File: src/lpm_cfg.svh
`ifndef LPM_CFG_SVH
`define LPM_CFG_SVH

`define LPM_F_R1_KHZ   16'h7D00
`define LPM_F_R2_KHZ   16'h3E80
`define LPM_F_R3_KHZ   16'h1068
`define LPM_F_LP_KHZ   16'h0083
`define LPM_WAKE_NS    3500
`define LPM_CLK_NS     4
`define LPM_WAKE_PIPE  4
`define LPM_WAKE_CYC   (`LPM_WAKE_NS / `LPM_CLK_NS)
`define LPM_RST_RANGE  2'h1
`define LPM_RST_FREQ   16'h0000

`endif

File: src/lpm_pkg.sv
package lpm_pkg;

    typedef enum logic [2:0] {
        LPM_REQ_RUN     = 3'h0,
        LPM_REQ_SLEEP   = 3'h1,
        LPM_REQ_LPRUN   = 3'h2,
        LPM_REQ_LPSLEEP = 3'h3,
        LPM_REQ_STOP    = 3'h4
    } lpm_mode_e;

    typedef enum logic [5:0] {
        LPM_ST_RUN     = 6'h01,
        LPM_ST_SLEEP   = 6'h02,
        LPM_ST_LPRUN   = 6'h04,
        LPM_ST_LPSLEEP = 6'h08,
        LPM_ST_STOP    = 6'h10,
        LPM_ST_WAKE    = 6'h20
    } lpm_state_e;

    typedef enum logic [1:0] {
        LPM_SRC_PIN  = 2'h0,
        LPM_SRC_SVD  = 2'h1,
        LPM_SRC_CMP1 = 2'h2,
        LPM_SRC_CMP2 = 2'h3
    } lpm_src_e;

    typedef struct packed {
        logic pll_en;
        logic multispeed_internal_osc_en;
        logic multispeed_internal_osc_low;
        logic high_speed_external_osc_en;
        logic high_speed_internal_osc_en;
        logic low_speed_external_osc_en;
        logic low_speed_internal_osc_en;
    } lpm_osc_s;

    typedef struct packed {
        logic cpu_clk_en;
        logic core_clk_en;
        logic regulator_lp;
        logic retain;
    } lpm_pwr_s;

endpackage

File: src/lpm_wake_sel.sv
`timescale 1ns/1ps
`default_nettype none
module lpm_wake_sel
#(
    parameter int N = 8
) (
    // clock and reset
    input  wire logic            clk,
    input  wire logic            arst_n,
    // asynchronous sources
    input  wire logic [N-1:0]    gpio_pin,
    input  wire logic            supply_voltage_detector,
    input  wire logic            comp1_evt,
    input  wire logic            comp2_evt,
    // per line selection
    input  wire lpm_pkg::lpm_src_e [N-1:0] src_sel,
    input  wire logic [N-1:0]    line_en,
    // synchronised wake lines
    output logic [N-1:0]         external_wake_line
);
    import lpm_pkg::*;
    localparam int W = N + 3;
    logic [W-1:0] meta;
    logic [W-1:0] sync;
    logic [N-1:0] next_line;

    // first stage feeds only the second
    always_ff @(posedge clk or negedge arst_n) begin
        if (!arst_n) begin
            meta <= '0;
            sync <= '0;
        end else begin
            meta <= {comp2_evt, comp1_evt, supply_voltage_detector, gpio_pin};
            sync <= meta;
        end
    end

    for (genvar i = 0; i < N; i++) begin : g_line
        wire pick = (src_sel[i] == LPM_SRC_PIN)  ? sync[i]   :
                    (src_sel[i] == LPM_SRC_SVD)  ? sync[N]   :
                    (src_sel[i] == LPM_SRC_CMP1) ? sync[N+1] :
                                                   sync[N+2];
        assign next_line[i] = pick & line_en[i];
    end

    always_ff @(posedge clk or negedge arst_n) begin
        if (!arst_n) begin
            external_wake_line <= '0;
        end else begin
            external_wake_line <= next_line;
        end
    end
endmodule
`default_nettype wire

File: src/lpm_ctrl.sv
`timescale 1ns/1ps
`default_nettype none
`include "lpm_cfg.svh"
module lpm_ctrl
#(
    parameter int N = 8
) (
    // clock and reset
    input  wire logic                clk,
    input  wire logic                arst_n,
    // processor requests
    input  wire lpm_pkg::lpm_mode_e  mode_req,
    input  wire logic                wfi,
    input  wire logic                wfe,
    input  wire logic                irq_pending,
    input  wire logic                event_in,
    input  wire logic [1:0]          range_sel,
    input  wire logic [15:0]         req_freq_khz,
    input  wire logic                low_speed_ext_sel,
    // wake-up sources
    input  wire logic [N-1:0]        gpio_pin,
    input  wire logic                supply_voltage_detector,
    input  wire logic                comp1_evt,
    input  wire logic                comp2_evt,
    input  wire lpm_pkg::lpm_src_e [N-1:0] src_sel,
    input  wire logic [N-1:0]        line_en,
    input  wire logic                hsi_req,
    input  wire logic                osc_ready,
    // controls and status
    output lpm_pkg::lpm_osc_s        osc,
    output lpm_pkg::lpm_pwr_s        pwr,
    output lpm_pkg::lpm_state_e      state,
    output logic [15:0]              cpu_freq_khz,
    output logic [N-1:0]             wake_lines
);
    import lpm_pkg::*;
    // pin synchroniser and line select eat part of the wake budget
    localparam logic [9:0] WAKE_LAST =
        10'(`LPM_WAKE_CYC - `LPM_WAKE_PIPE - 1);

    lpm_state_e  next_state;
    logic [9:0]  wake_cnt;
    logic [9:0]  next_wake_cnt;
    logic [1:0]  hsi_meta;
    logic [1:0]  rdy_meta;
    logic        hsi_req_s;
    logic        osc_ready_s;
    logic [15:0] next_freq;

    lpm_wake_sel #(.N(N)) u_wake (
        .clk                     (clk),
        .arst_n                  (arst_n),
        .gpio_pin                (gpio_pin),
        .supply_voltage_detector (supply_voltage_detector),
        .comp1_evt               (comp1_evt),
        .comp2_evt               (comp2_evt),
        .src_sel                 (src_sel),
        .line_en                 (line_en),
        .external_wake_line      (wake_lines)
    );

    // async requests from oscillator and peripherals
    always_ff @(posedge clk or negedge arst_n) begin
        if (!arst_n) begin
            hsi_meta <= 2'h0;
            rdy_meta <= 2'h0;
        end else begin
            hsi_meta <= {hsi_meta[0], hsi_req};
            rdy_meta <= {rdy_meta[0], osc_ready};
        end
    end
    assign hsi_req_s   = hsi_meta[1];
    assign osc_ready_s = rdy_meta[1];

    wire enter   = wfi | wfe;
    wire wake_ev = irq_pending | event_in;
    wire ext_wake = |wake_lines;
    wire in_run  = (state == LPM_ST_RUN);
    wire in_lpr  = (state == LPM_ST_LPRUN);
    wire to_slp  = (mode_req == LPM_REQ_SLEEP);
    wire to_lps  = (mode_req == LPM_REQ_LPSLEEP);
    wire to_stop = (mode_req == LPM_REQ_STOP);
    wire wake_done = osc_ready_s | (wake_cnt == WAKE_LAST);

    always_comb begin
        next_state = state;
        case (state)
            LPM_ST_RUN: begin
                if (enter && !wake_ev) begin
                    if (to_slp)
                        next_state = LPM_ST_SLEEP;
                    else if (to_lps || mode_req == LPM_REQ_LPRUN)
                        next_state = to_lps ? LPM_ST_LPSLEEP : LPM_ST_LPRUN;
                    else if (to_stop)
                        next_state = LPM_ST_STOP;
                end
            end
            LPM_ST_LPRUN: begin
                if (enter && !wake_ev) begin
                    if (to_slp || to_lps)
                        next_state = LPM_ST_LPSLEEP;
                    else if (to_stop)
                        next_state = LPM_ST_STOP;
                    else if (mode_req == LPM_REQ_RUN)
                        next_state = LPM_ST_RUN;
                end
            end
            LPM_ST_SLEEP: begin
                if (wake_ev)
                    next_state = LPM_ST_RUN;
            end
            LPM_ST_LPSLEEP: begin
                if (wake_ev)
                    next_state = LPM_ST_RUN;
            end
            LPM_ST_STOP: begin
                if (ext_wake)
                    next_state = LPM_ST_WAKE;
            end
            LPM_ST_WAKE: begin
                if (wake_done)
                    next_state = LPM_ST_RUN;
            end
            default: next_state = LPM_ST_RUN;
        endcase
    end

    assign next_wake_cnt = (state == LPM_ST_WAKE) ? wake_cnt + 10'h001
                                                  : 10'h000;

    wire [15:0] rng_lim = (range_sel == 2'h1) ? `LPM_F_R1_KHZ :
                          (range_sel == 2'h2) ? `LPM_F_R2_KHZ :
                                                `LPM_F_R3_KHZ;
    wire lp_next = (next_state == LPM_ST_LPRUN) |
                   (next_state == LPM_ST_LPSLEEP);
    wire [15:0] cap = lp_next ? `LPM_F_LP_KHZ : rng_lim;
    assign next_freq = (req_freq_khz > cap) ? cap : req_freq_khz;

    always_ff @(posedge clk or negedge arst_n) begin
        if (!arst_n) begin
            state        <= LPM_ST_RUN;
            wake_cnt     <= 10'h000;
            cpu_freq_khz <= `LPM_RST_FREQ;
        end else begin
            state        <= next_state;
            wake_cnt     <= next_wake_cnt;
            cpu_freq_khz <= next_freq;
        end
    end

    wire st_stop = (state == LPM_ST_STOP);
    wire st_lp   = (state == LPM_ST_LPRUN) | (state == LPM_ST_LPSLEEP);
    wire st_wake = (state == LPM_ST_WAKE);

    assign pwr.cpu_clk_en  = in_run | in_lpr;
    assign pwr.core_clk_en = !st_stop & !st_wake;
    assign pwr.regulator_lp = st_lp | st_stop;
    assign pwr.retain = st_stop | st_wake;

    assign osc.pll_en = !st_stop & !st_lp & !st_wake;
    assign osc.multispeed_internal_osc_en  = !st_stop;
    assign osc.multispeed_internal_osc_low = st_lp;
    assign osc.high_speed_external_osc_en  = !st_stop & !st_lp & !st_wake;
    assign osc.high_speed_internal_osc_en  = st_stop ? hsi_req_s : !st_lp;
    assign osc.low_speed_external_osc_en = low_speed_ext_sel;
    assign osc.low_speed_internal_osc_en = !low_speed_ext_sel;

    sleep_gate_a: assert property (@(posedge clk) disable iff (!arst_n)
        state == LPM_ST_SLEEP |-> !pwr.cpu_clk_en && pwr.core_clk_en)
        else $error("sleep clock gating wrong");
    sleep_wake_a: assert property (@(posedge clk) disable iff (!arst_n)
        state == LPM_ST_SLEEP && wake_ev |=> state == LPM_ST_RUN
        ##0 pwr.cpu_clk_en)
        else $error("sleep did not wake");
    lprun_freq_a: assert property (@(posedge clk) disable iff (!arst_n)
        st_lp |-> cpu_freq_khz <= `LPM_F_LP_KHZ && pwr.regulator_lp
        && osc.multispeed_internal_osc_low)
        else $error("low-power run over frequency");
    lpsleep_in_a: assert property (@(posedge clk) disable iff (!arst_n)
        state == LPM_ST_LPRUN && wfi && to_slp && !wake_ev
        |=> state == LPM_ST_LPSLEEP)
        else $error("low-power sleep not entered");
    lpsleep_out_a: assert property (@(posedge clk) disable iff (!arst_n)
        state == LPM_ST_LPSLEEP && wake_ev
        |=> state == LPM_ST_RUN && !pwr.regulator_lp)
        else $error("low-power sleep wake wrong");
    stop_off_a: assert property (@(posedge clk) disable iff (!arst_n)
        st_stop |-> !pwr.core_clk_en && !pwr.cpu_clk_en && !osc.pll_en
        && !osc.multispeed_internal_osc_en
        && !osc.high_speed_external_osc_en)
        else $error("stop left a clock running");
    // low-speed source and regulator in stop
    stop_keep_a: assert property (@(posedge clk) disable iff (!arst_n)
        st_stop |-> (osc.low_speed_external_osc_en
        || osc.low_speed_internal_osc_en) && pwr.regulator_lp)
        else $error("stop low-speed or regulator wrong");
    stop_retain_a: assert property (@(posedge clk) disable iff (!arst_n)
        st_stop |-> pwr.retain)
        else $error("retention dropped in stop");
    hsi_grant_a: assert property (@(posedge clk) disable iff (!arst_n)
        st_stop && $past(hsi_req, 2) |-> osc.high_speed_internal_osc_en)
        else $error("oscillator request not granted");
    stop_wake_a: assert property (@(posedge clk) disable iff (!arst_n)
        st_stop && ext_wake |-> ##[1:872] pwr.cpu_clk_en)
        else $error("stop wake too slow");
    range_cap_a: assert property (@(posedge clk) disable iff (!arst_n)
        range_sel == 2'h3 |=> cpu_freq_khz <= `LPM_F_R3_KHZ)
        else $error("range frequency exceeded");
    mode_apply_a: assert property (@(posedge clk) disable iff (!arst_n)
        in_run && wfe && to_stop && !wake_ev |=> st_stop)
        else $error("stop request not applied");

    cov_sleep_c: cover property (@(posedge clk) disable iff (!arst_n)
        state == LPM_ST_SLEEP ##[1:20] state == LPM_ST_RUN);
    cov_stop_c: cover property (@(posedge clk) disable iff (!arst_n)
        st_stop ##1 st_wake ##[1:876] in_run);
    cov_lps_c: cover property (@(posedge clk) disable iff (!arst_n)
        state == LPM_ST_LPSLEEP ##1 in_run);
endmodule
`default_nettype wire

File: config.mk
export PLATFORM = sky130hd
export DESIGN_NAME = lpm_ctrl
export DESIGN_NICKNAME = d
export VERILOG_FILES = /design/src/lpm_pkg.sv /design/src/lpm_wake_sel.sv /design/src/lpm_ctrl.sv
export VERILOG_INCLUDE_DIRS = /design/src
export SDC_FILE = /design/constraint.sdc
export NUM_CORES = 1
export LEC_CHECK = 0
export ABC_CLOCK_PERIOD_IN_PS = 3700
export BUFFER_PORTS_ARGS = -buffer_cell sky130_fd_sc_hd__buf_2
export CORE_ASPECT_RATIO = 1.75
export CORE_MARGIN = 2
export CORE_UTILIZATION = 41
export DETAILED_ROUTE_END_ITERATION = 16
export PLACE_DENSITY = 0.82
export SLEW_MARGIN = 5
export SYNTH_ARGS = -nofsm -noshare
export SYNTH_HDL_FRONTEND = slang
export SYNTH_SLANG_ARGS = --single-unit
File: constraint.sdc
create_clock -name clk -period 3.7 [get_ports clk]
set_input_delay 0.74 -clock clk [delete_from_list [all_inputs] [get_ports clk]]
set_output_delay 0.74 -clock clk [all_outputs]
set_load 0.02 [all_outputs]
==> impl_metrics.env, run 1 <==
export IMPL_cts_root_buf="clkbuf_16"
export IMPL_p_int_mw=1.50
export IMPL_hold_path_class="reg2reg"
export IMPL_clkSlewWorstSetupHoldPaths_ns=0.05
export IMPL_cp_num_buf_inv=4
export IMPL_numPlacedInstances=475
export IMPL_setup_tns_ns=0
export IMPL_outcome="complete, no violations"
export IMPL_cp_start_kind="input port"
export IMPL_synth_top_cell_by_area="dfrtp_1"
export IMPL_critPathArrivalTime_ns=3.72
export IMPL_crit_family="compound AO/OA/AOI/OAI gates"
export IMPL_utilization_pct=55.9
export IMPL_worstPathCellList="buf_2, or2_1, nor3_1, a21boi_0, a21oi_1, nand2_2, inv_4, and2_4, inv_2, ha_1, o21ai_0, nand2b_1, a2111oi_2, o21ai_1, o21a_2, buf_12, mux2_1"
export IMPL_regToRegStartpoint="state[4]"
export IMPL_ys_async_sr_fraction_pct=100
export IMPL_initial_core_util_pct=41.9
export IMPL_slowest_stage="a2111oi_2"
export IMPL_seq_power_share_pct=39.3
export IMPL_yosys_register_bits=66
export IMPL_via_per_inst=5.06
export IMPL_path_class="in2reg"
export IMPL_slew_viol_final=0
export IMPL_end_kind="flop"
export IMPL_netlist_area_leader_share_pct=51.7
export IMPL_yosysSeqAreaShare_pct=52.5
export IMPL_gp_congestion=0.988
export IMPL_fin_crit_sh_pct=94.9
export IMPL_leakagePower_nw=2.12
export IMPL_fin_hold_ws_ns=0.348
export IMPL_die_y_um=120
export IMPL_cts_sinks=66
export IMPL_clk_latency_ns=0.32
export IMPL_synth_edff_count=0
export IMPL_wl_um=7240
export IMPL_layout_commonest_cell="buf_2"
export IMPL_grtUsageTotal_pct=18.0
export IMPL_cts_tree="built"
export IMPL_synth_top_flop_cell="dfrtp_1"
export IMPL_dr_pass1_iters=4
export IMPL_final_setup_skew_ns=0.00483
export IMPL_hold_viol=0
export IMPL_relSlewSlack_pct=60.6
export IMPL_ant_nets=0
export IMPL_cpPeakStageDelay_ns=0.37
export IMPL_synth_area_um2=3150
export IMPL_crit_required_ns=3.91
export IMPL_die_x_um=70.2
export IMPL_fmaxAchievable_ghz=0.285
export IMPL_cts_htree_levels=3
export IMPL_max_slew_worst_pin_slew_ns=0.591
export IMPL_wl_per_cell_um=14.7
export IMPL_p_sw_share_pct=28.8
export IMPL_final_cell_mix="105 x buf_2, 65 x dfrtp_1, 26 x nor2_1, 19 x buf_4, 18 x inv_1"
export IMPL_pwr_share_clk_pct=36.8
export IMPL_setup_viol=0
export IMPL_dpl_hpwl_um=5750
export IMPL_antenna_found_initial=0
export IMPL_syn_avg_cell_area_um2=11.6
export IMPL_ir_worst_vdd_v=0.000345
export IMPL_yosys_cell_types_count=53
export IMPL_grt_pass1_vias=2579
export IMPL_grt_max_degree=29
export IMPL_path_max_fanout=9
export IMPL_route_vias_total=2485
export IMPL_num_rows=42
export IMPL_p_switching_uw=608
export IMPL_min_period_ns=3.51
export IMPL_grt_overflow_total=0
export IMPL_antenna_cells=0
export IMPL_synthCells=271
export IMPL_grt_pass1_wl_um=11700
export IMPL_drive_gt1_share_pct=43.2
export IMPL_power_density_nw_per_um2=502
export IMPL_area_growth_pct=33.5
export IMPL_boundaryPins=106
export IMPL_worstSetupStartpoint="event_in"
export IMPL_coreArea_um2=7510
export IMPL_die_area_um2=8420
export IMPL_min_from="u_wake.meta[5]"
export IMPL_max_cap_violations=0
export IMPL_port_buffers=105
export IMPL_final_nets=480
export IMPL_route_detailed_drc=0
export IMPL_synth_area_leaders="dfrtp_1 52%, ha_1 6.8%, mux4_2 5.7%"
export IMPL_fin_cells=491
export IMPL_synth_nets=353
export IMPL_cts_made_buffers=9
export IMPL_dr_first_iter_drc_count=79
export IMPL_ys_warn_count=0
export IMPL_clock_tree_buffer_depth=2
export IMPL_pwr_share_comb_pct=23.9
## worst reg2reg max path, delay by kind of cell, from the launching register on
kind	cells	cell delay, ns
fa+ha+maj	1	0.23
simple gates	5	1.00
flops	1	0.43
mux	1	0.30
buf+inv	3	0.27
compound gates	6	1.12
## cell usage after synthesis, types with 3 or more instances
cell / number
and2_1: 9
a21oi_1: 8
nand3b_1: 3
nor4_1: 4
nand2_1: 16
xor2_1: 5
mux4_2: 8
o21ai_0: 8
dfrtp_1: 65
nand2b_1: 5
xnor2_1: 5
buf_2: 3
nor2_1: 26
nand3_1: 10
ha_1: 17
nor3_1: 3
nor2b_1: 3
mux2_2: 8
inv_1: 19
buf_4: 3
## per-stage QoR
| stage | instance area [um^2] | total power, mW | setup WS (ns) |
|---|---|---|---|
| after CTS | 4190 | 2.13 | 0.156 |
| after floorplan | 3170 | 1.14 | 0.0278 |
| final | 4200 | 2.11 | 0.189 |
| after global routing | 4200 | 2.21 | -0.0133 |
| after detailed placement | 3910 | 1.34 | -0.154 |
| after global placement | 3910 | 1.33 | -0.0810 |
## metal layers
layer  vias up  track usage [%]  wire length (um)
met5         -                0                 0
met4         0             12.3               359
met3        27             2.77               340
met2        88             32.6              4030
met1      1182             18.6              2510
li1       1188                -                 -
## sequential cells by signal (all words and copies together), names as in the netlist
register	count
wake_cnt	10
hsi_meta	2
state	6
u_wake.external_wake_line	8
cpu_freq_khz	16
u_wake.sync	11
u_wake.meta	11
rdy_meta	2
## path summary, 6_finish.rpt
| path | end | slack (ns) | cells after the start |
|---|---|---|---|
| setup / recovery | cpu_freq_khz[12] | 0.19 | 17 |
| hold / removal | u_wake.sync[5] | 0.35 | 0 |
| setup reg to reg | cpu_freq_khz[12] | 0.23 | 16 |
| hold reg to reg | u_wake.sync[5] | 0.35 | 0 |
| max in group asynchronous | state[0] | 2.48 | 2 |
| min in group asynchronous | u_wake.external_wake_line[4] | 0.42 | 1 |
## power by group through the flow
stage	registers [mW]	clock network, mW	logic, mW
floorplan	0.881	0	0.255
global placement	0.838	0	0.492
detailed placement	0.839	0	0.503
CTS	0.827	0.793	0.505
global route	0.835	0.824	0.551
finish	0.828	0.775	0.505
## repair_timing
item,CTS,global route
setup buffers,0,0
hold buffers,0,0
endpoints found under the setup margin,0,14
resized for setup,0,2
## cell families (layout without fill, tap and decap cells)
logic type | Yosys count | in the layout | share of synthesized area (%)
flip-flops | 66 | 66 | 52.5
other | 1 | 1 | 0.119
AO/OA/AOI/OAI | 33 | 33 | 6.80
XOR/XNOR | 10 | 10 | 2.78
adder cells (fa/ha/maj) | 17 | 17 | 6.76
AND/OR/NAND/NOR | 94 | 94 | 16.3
multiplexers | 21 | 21 | 10.5
buffers and inverters | 29 | 161 | 4.25
## area by class of cell
cell class	count	area (um^2)
Multi-Input combinational cell	176	1390
Clock inverter	5	37.5
Fill cell	640	3310
Timing Repair Buffer	125	688
Tap cell	88	110
Sequential cell	66	1650
Inverter	20	77.6
Clock buffer	11	243
Power figures use the tool's default switching activity.
==> inputs of run 2 (changes only) <==
--- a/config.mk
+++ b/config.mk
@@ -8,7 +8,7 @@
 export LEC_CHECK = 0
 export ABC_CLOCK_PERIOD_IN_PS = 3700
 export BUFFER_PORTS_ARGS = -buffer_cell sky130_fd_sc_hd__buf_2
-export CORE_ASPECT_RATIO = 1.75
+export CORE_ASPECT_RATIO = 0.7
 export CORE_MARGIN = 2
 export CORE_UTILIZATION = 41
 export DETAILED_ROUTE_END_ITERATION = 16
==> run 2 against run 1 <==
  * Clock skew rose by 0.0029 ns
  * Non-clock buffer count up 5
  * Largest power group unchanged
  * Setup slack got worse by 0.012 ns
  * First-iteration DRC count is 46% higher
  * Register-to-register slack about the same
  * Total power down 7.3%
  * Global-route usage hardly changed
  * Flip-flop and latch count unchanged
==> impl_metrics.env, run 2 (synthesized netlist as in run 1, its figures left out) <==
export IMPL_outcome="complete, no violations"
export IMPL_antenna_cells=0
export IMPL_cts_htree_levels=3
export IMPL_crit_required_ns=3.91
export IMPL_crit_family="simple AND/OR/NAND/NOR gates"
export IMPL_fin_hold_ws_ns=0.348
export IMPL_path_class="in2reg"
export IMPL_final_nets=485
export IMPL_slowest_stage="mux2_2"
export IMPL_setup_tns_ns=0
export IMPL_p_total_mw=1.95
export IMPL_grt_pass1_vias=2458
export IMPL_die_x_um=109
export IMPL_cts_root_buf="clkbuf_8"
export IMPL_clkSlewWorstSetupHoldPaths_ns=0.07
export IMPL_grtUsageTotal_pct=18.0
export IMPL_multi_input_area_um2=1400
export IMPL_holdBufCountCts=0
export IMPL_grt_pass1_wl_um=11500
export IMPL_regMostFlops="cpu_freq_khz"
export IMPL_dr_first_iter_drc_count=115
export IMPL_relSlewSlack_pct=54.1
export IMPL_fin_area_um2=4170
export IMPL_utilization_pct=56.4
export IMPL_grt_overflow_total=0
export IMPL_cp_num_cells=16
export IMPL_cts_sinks=66
export IMPL_setup_viol=0
export IMPL_end_kind="flop"
export IMPL_largest_reg_flops=16
export IMPL_power_density_nw_per_um2=469
export IMPL_cts_tree="built"
export IMPL_ant_nets=0
export IMPL_worstPathCellList="buf_2, or2_1, o41ai_2, a2111oi_2, nor2_1, nand2_2, inv_4, nor2b_4, inv_1, ha_1, nand4b_1, nor3_2, o21ai_0, o21ai_1, o21a_4, mux2_2"
export IMPL_route_vias_total=2486
export IMPL_fill_cells=638
export IMPL_ir_worst_vdd_v=0.000265
export IMPL_gp_congestion=0.894
export IMPL_num_rows=26
export IMPL_path_max_fanout=14
export IMPL_fin_crit_sh_pct=95.2
export IMPL_via_per_inst=4.91
export IMPL_max_cap_violations=0
export IMPL_cp_num_buf_inv=3
export IMPL_pwr_share_comb_pct=26.9
export IMPL_largestRegisters="cpu_freq_khz x16, u_wake.meta x11, u_wake.sync x11"
export IMPL_area_growth_pct=32.4
export IMPL_numPlacedInstances=484
export IMPL_p_sw_share_pct=30.8
export IMPL_dpl_cell_area_um2=3900
export IMPL_slew_viol_final=0
export IMPL_final_cell_mix="105 x buf_2, 63 x dfrtp_1, 26 x nor2_1, 25 x buf_4, 18 x inv_1"
export IMPL_p_switching_uw=602
export IMPL_dr_pass1_iters=6
export IMPL_p_int_mw=1.35
export IMPL_antenna_found_initial=0
export IMPL_drive_gt1_share_pct=44.6
export IMPL_die_y_um=77.3
export IMPL_fin_cells=506
export IMPL_min_period_ns=3.52
export IMPL_seq_area_um2=1660
export IMPL_hold_viol=0
export IMPL_cp_start_kind="input port"
export IMPL_port_buffers=105
export IMPL_initial_core_util_pct=42.6
export IMPL_clock_tree_buffer_depth=2
export IMPL_boundaryPins=106
export IMPL_pwr_share_clk_pct=30.8
export IMPL_dpl_hpwl_um=5510
export IMPL_critPathArrivalTime_ns=3.74
export IMPL_reg2reg_depth=15
export IMPL_hold_path_cell_count=0
export IMPL_die_area_um2=8410
export IMPL_cpPeakStageDelay_ns=0.37
export IMPL_fmaxAchievable_ghz=0.284
export IMPL_coreArea_um2=7380
export IMPL_wl_per_cell_um=14.1
export IMPL_seq_power_share_pct=42.3
export IMPL_layout_commonest_cell="buf_2"
export IMPL_leakagePower_nw=2.10
export IMPL_hold_path_class="reg2reg"
export IMPL_final_setup_skew_ns=0.00775
export IMPL_route_detailed_drc=0
export IMPL_pre_cts_ws_ns=-0.305
export IMPL_grt_max_degree=38
export IMPL_fin_ws_ns=0.177
export IMPL_cts_made_buffers=9
export IMPL_clk_latency_ns=0.34
export IMPL_wl_um=7160
export IMPL_max_slew_worst_pin_slew_ns=0.689
[run 2: final cells by class]
cell class                 count  area share, %
clock buffer                   9           2.97
clock inverter                 7           1.83
multi-input combinational    176           33.6
sequential                    66           39.7
inverter                      20           1.86
timing repair buffer         130           17.1
tap                           98           2.94
[run 2: final timing paths]
check	startpoint	end	slack, ns
setup / recovery	event_in	cpu_freq_khz[11]	0.18
hold / removal	rdy_meta[0]	rdy_meta[1]	0.35
setup reg to reg	state[0]	cpu_freq_khz[12]	0.22
hold reg to reg	rdy_meta[0]	rdy_meta[1]	0.35
max in group asynchronous	arst_n	cpu_freq_khz[6]	2.35
min in group asynchronous	arst_n	wake_cnt[3]	0.44
[run 2: repair_timing]
item / CTS / global route
setup endpoints to repair: 0 / 15
resized for setup: 0 / 5
buffers inserted: 0 / 6
[run 2: worst reg2reg max path, delay by kind of cell (launching register included)]
family                   cells  cell delay, ns
AO/OA/AOI/OAI                6            1.24
adder cells (fa/ha/maj)      1            0.28
buffers and inverters        3            0.33
flip-flops                   1            0.41
multiplexers                 1            0.34
AND/OR/NAND/NOR              4            0.76
[run 2: layer usage]
layer	track usage, %	part of all wire, %	vias up
met2	28.4	48	89
met4	5.90	1.1	0
met3	5.02	5.7	9
met1	24.0	45	1186
met5	0	0	-
li1	-	-	1202
[run 2: power groups by stage]
stage	Clock [mW]	Combinational [mW]	Sequential (mW)
6_report	0.602	0.526	0.826
5_1_grt	0.661	0.575	0.834
4_1_cts	0.623	0.502	0.826
3_5_place_dp	0	0.499	0.839
3_3_place_gp	0	0.486	0.835
2_1_floorplan	0	0.255	0.881
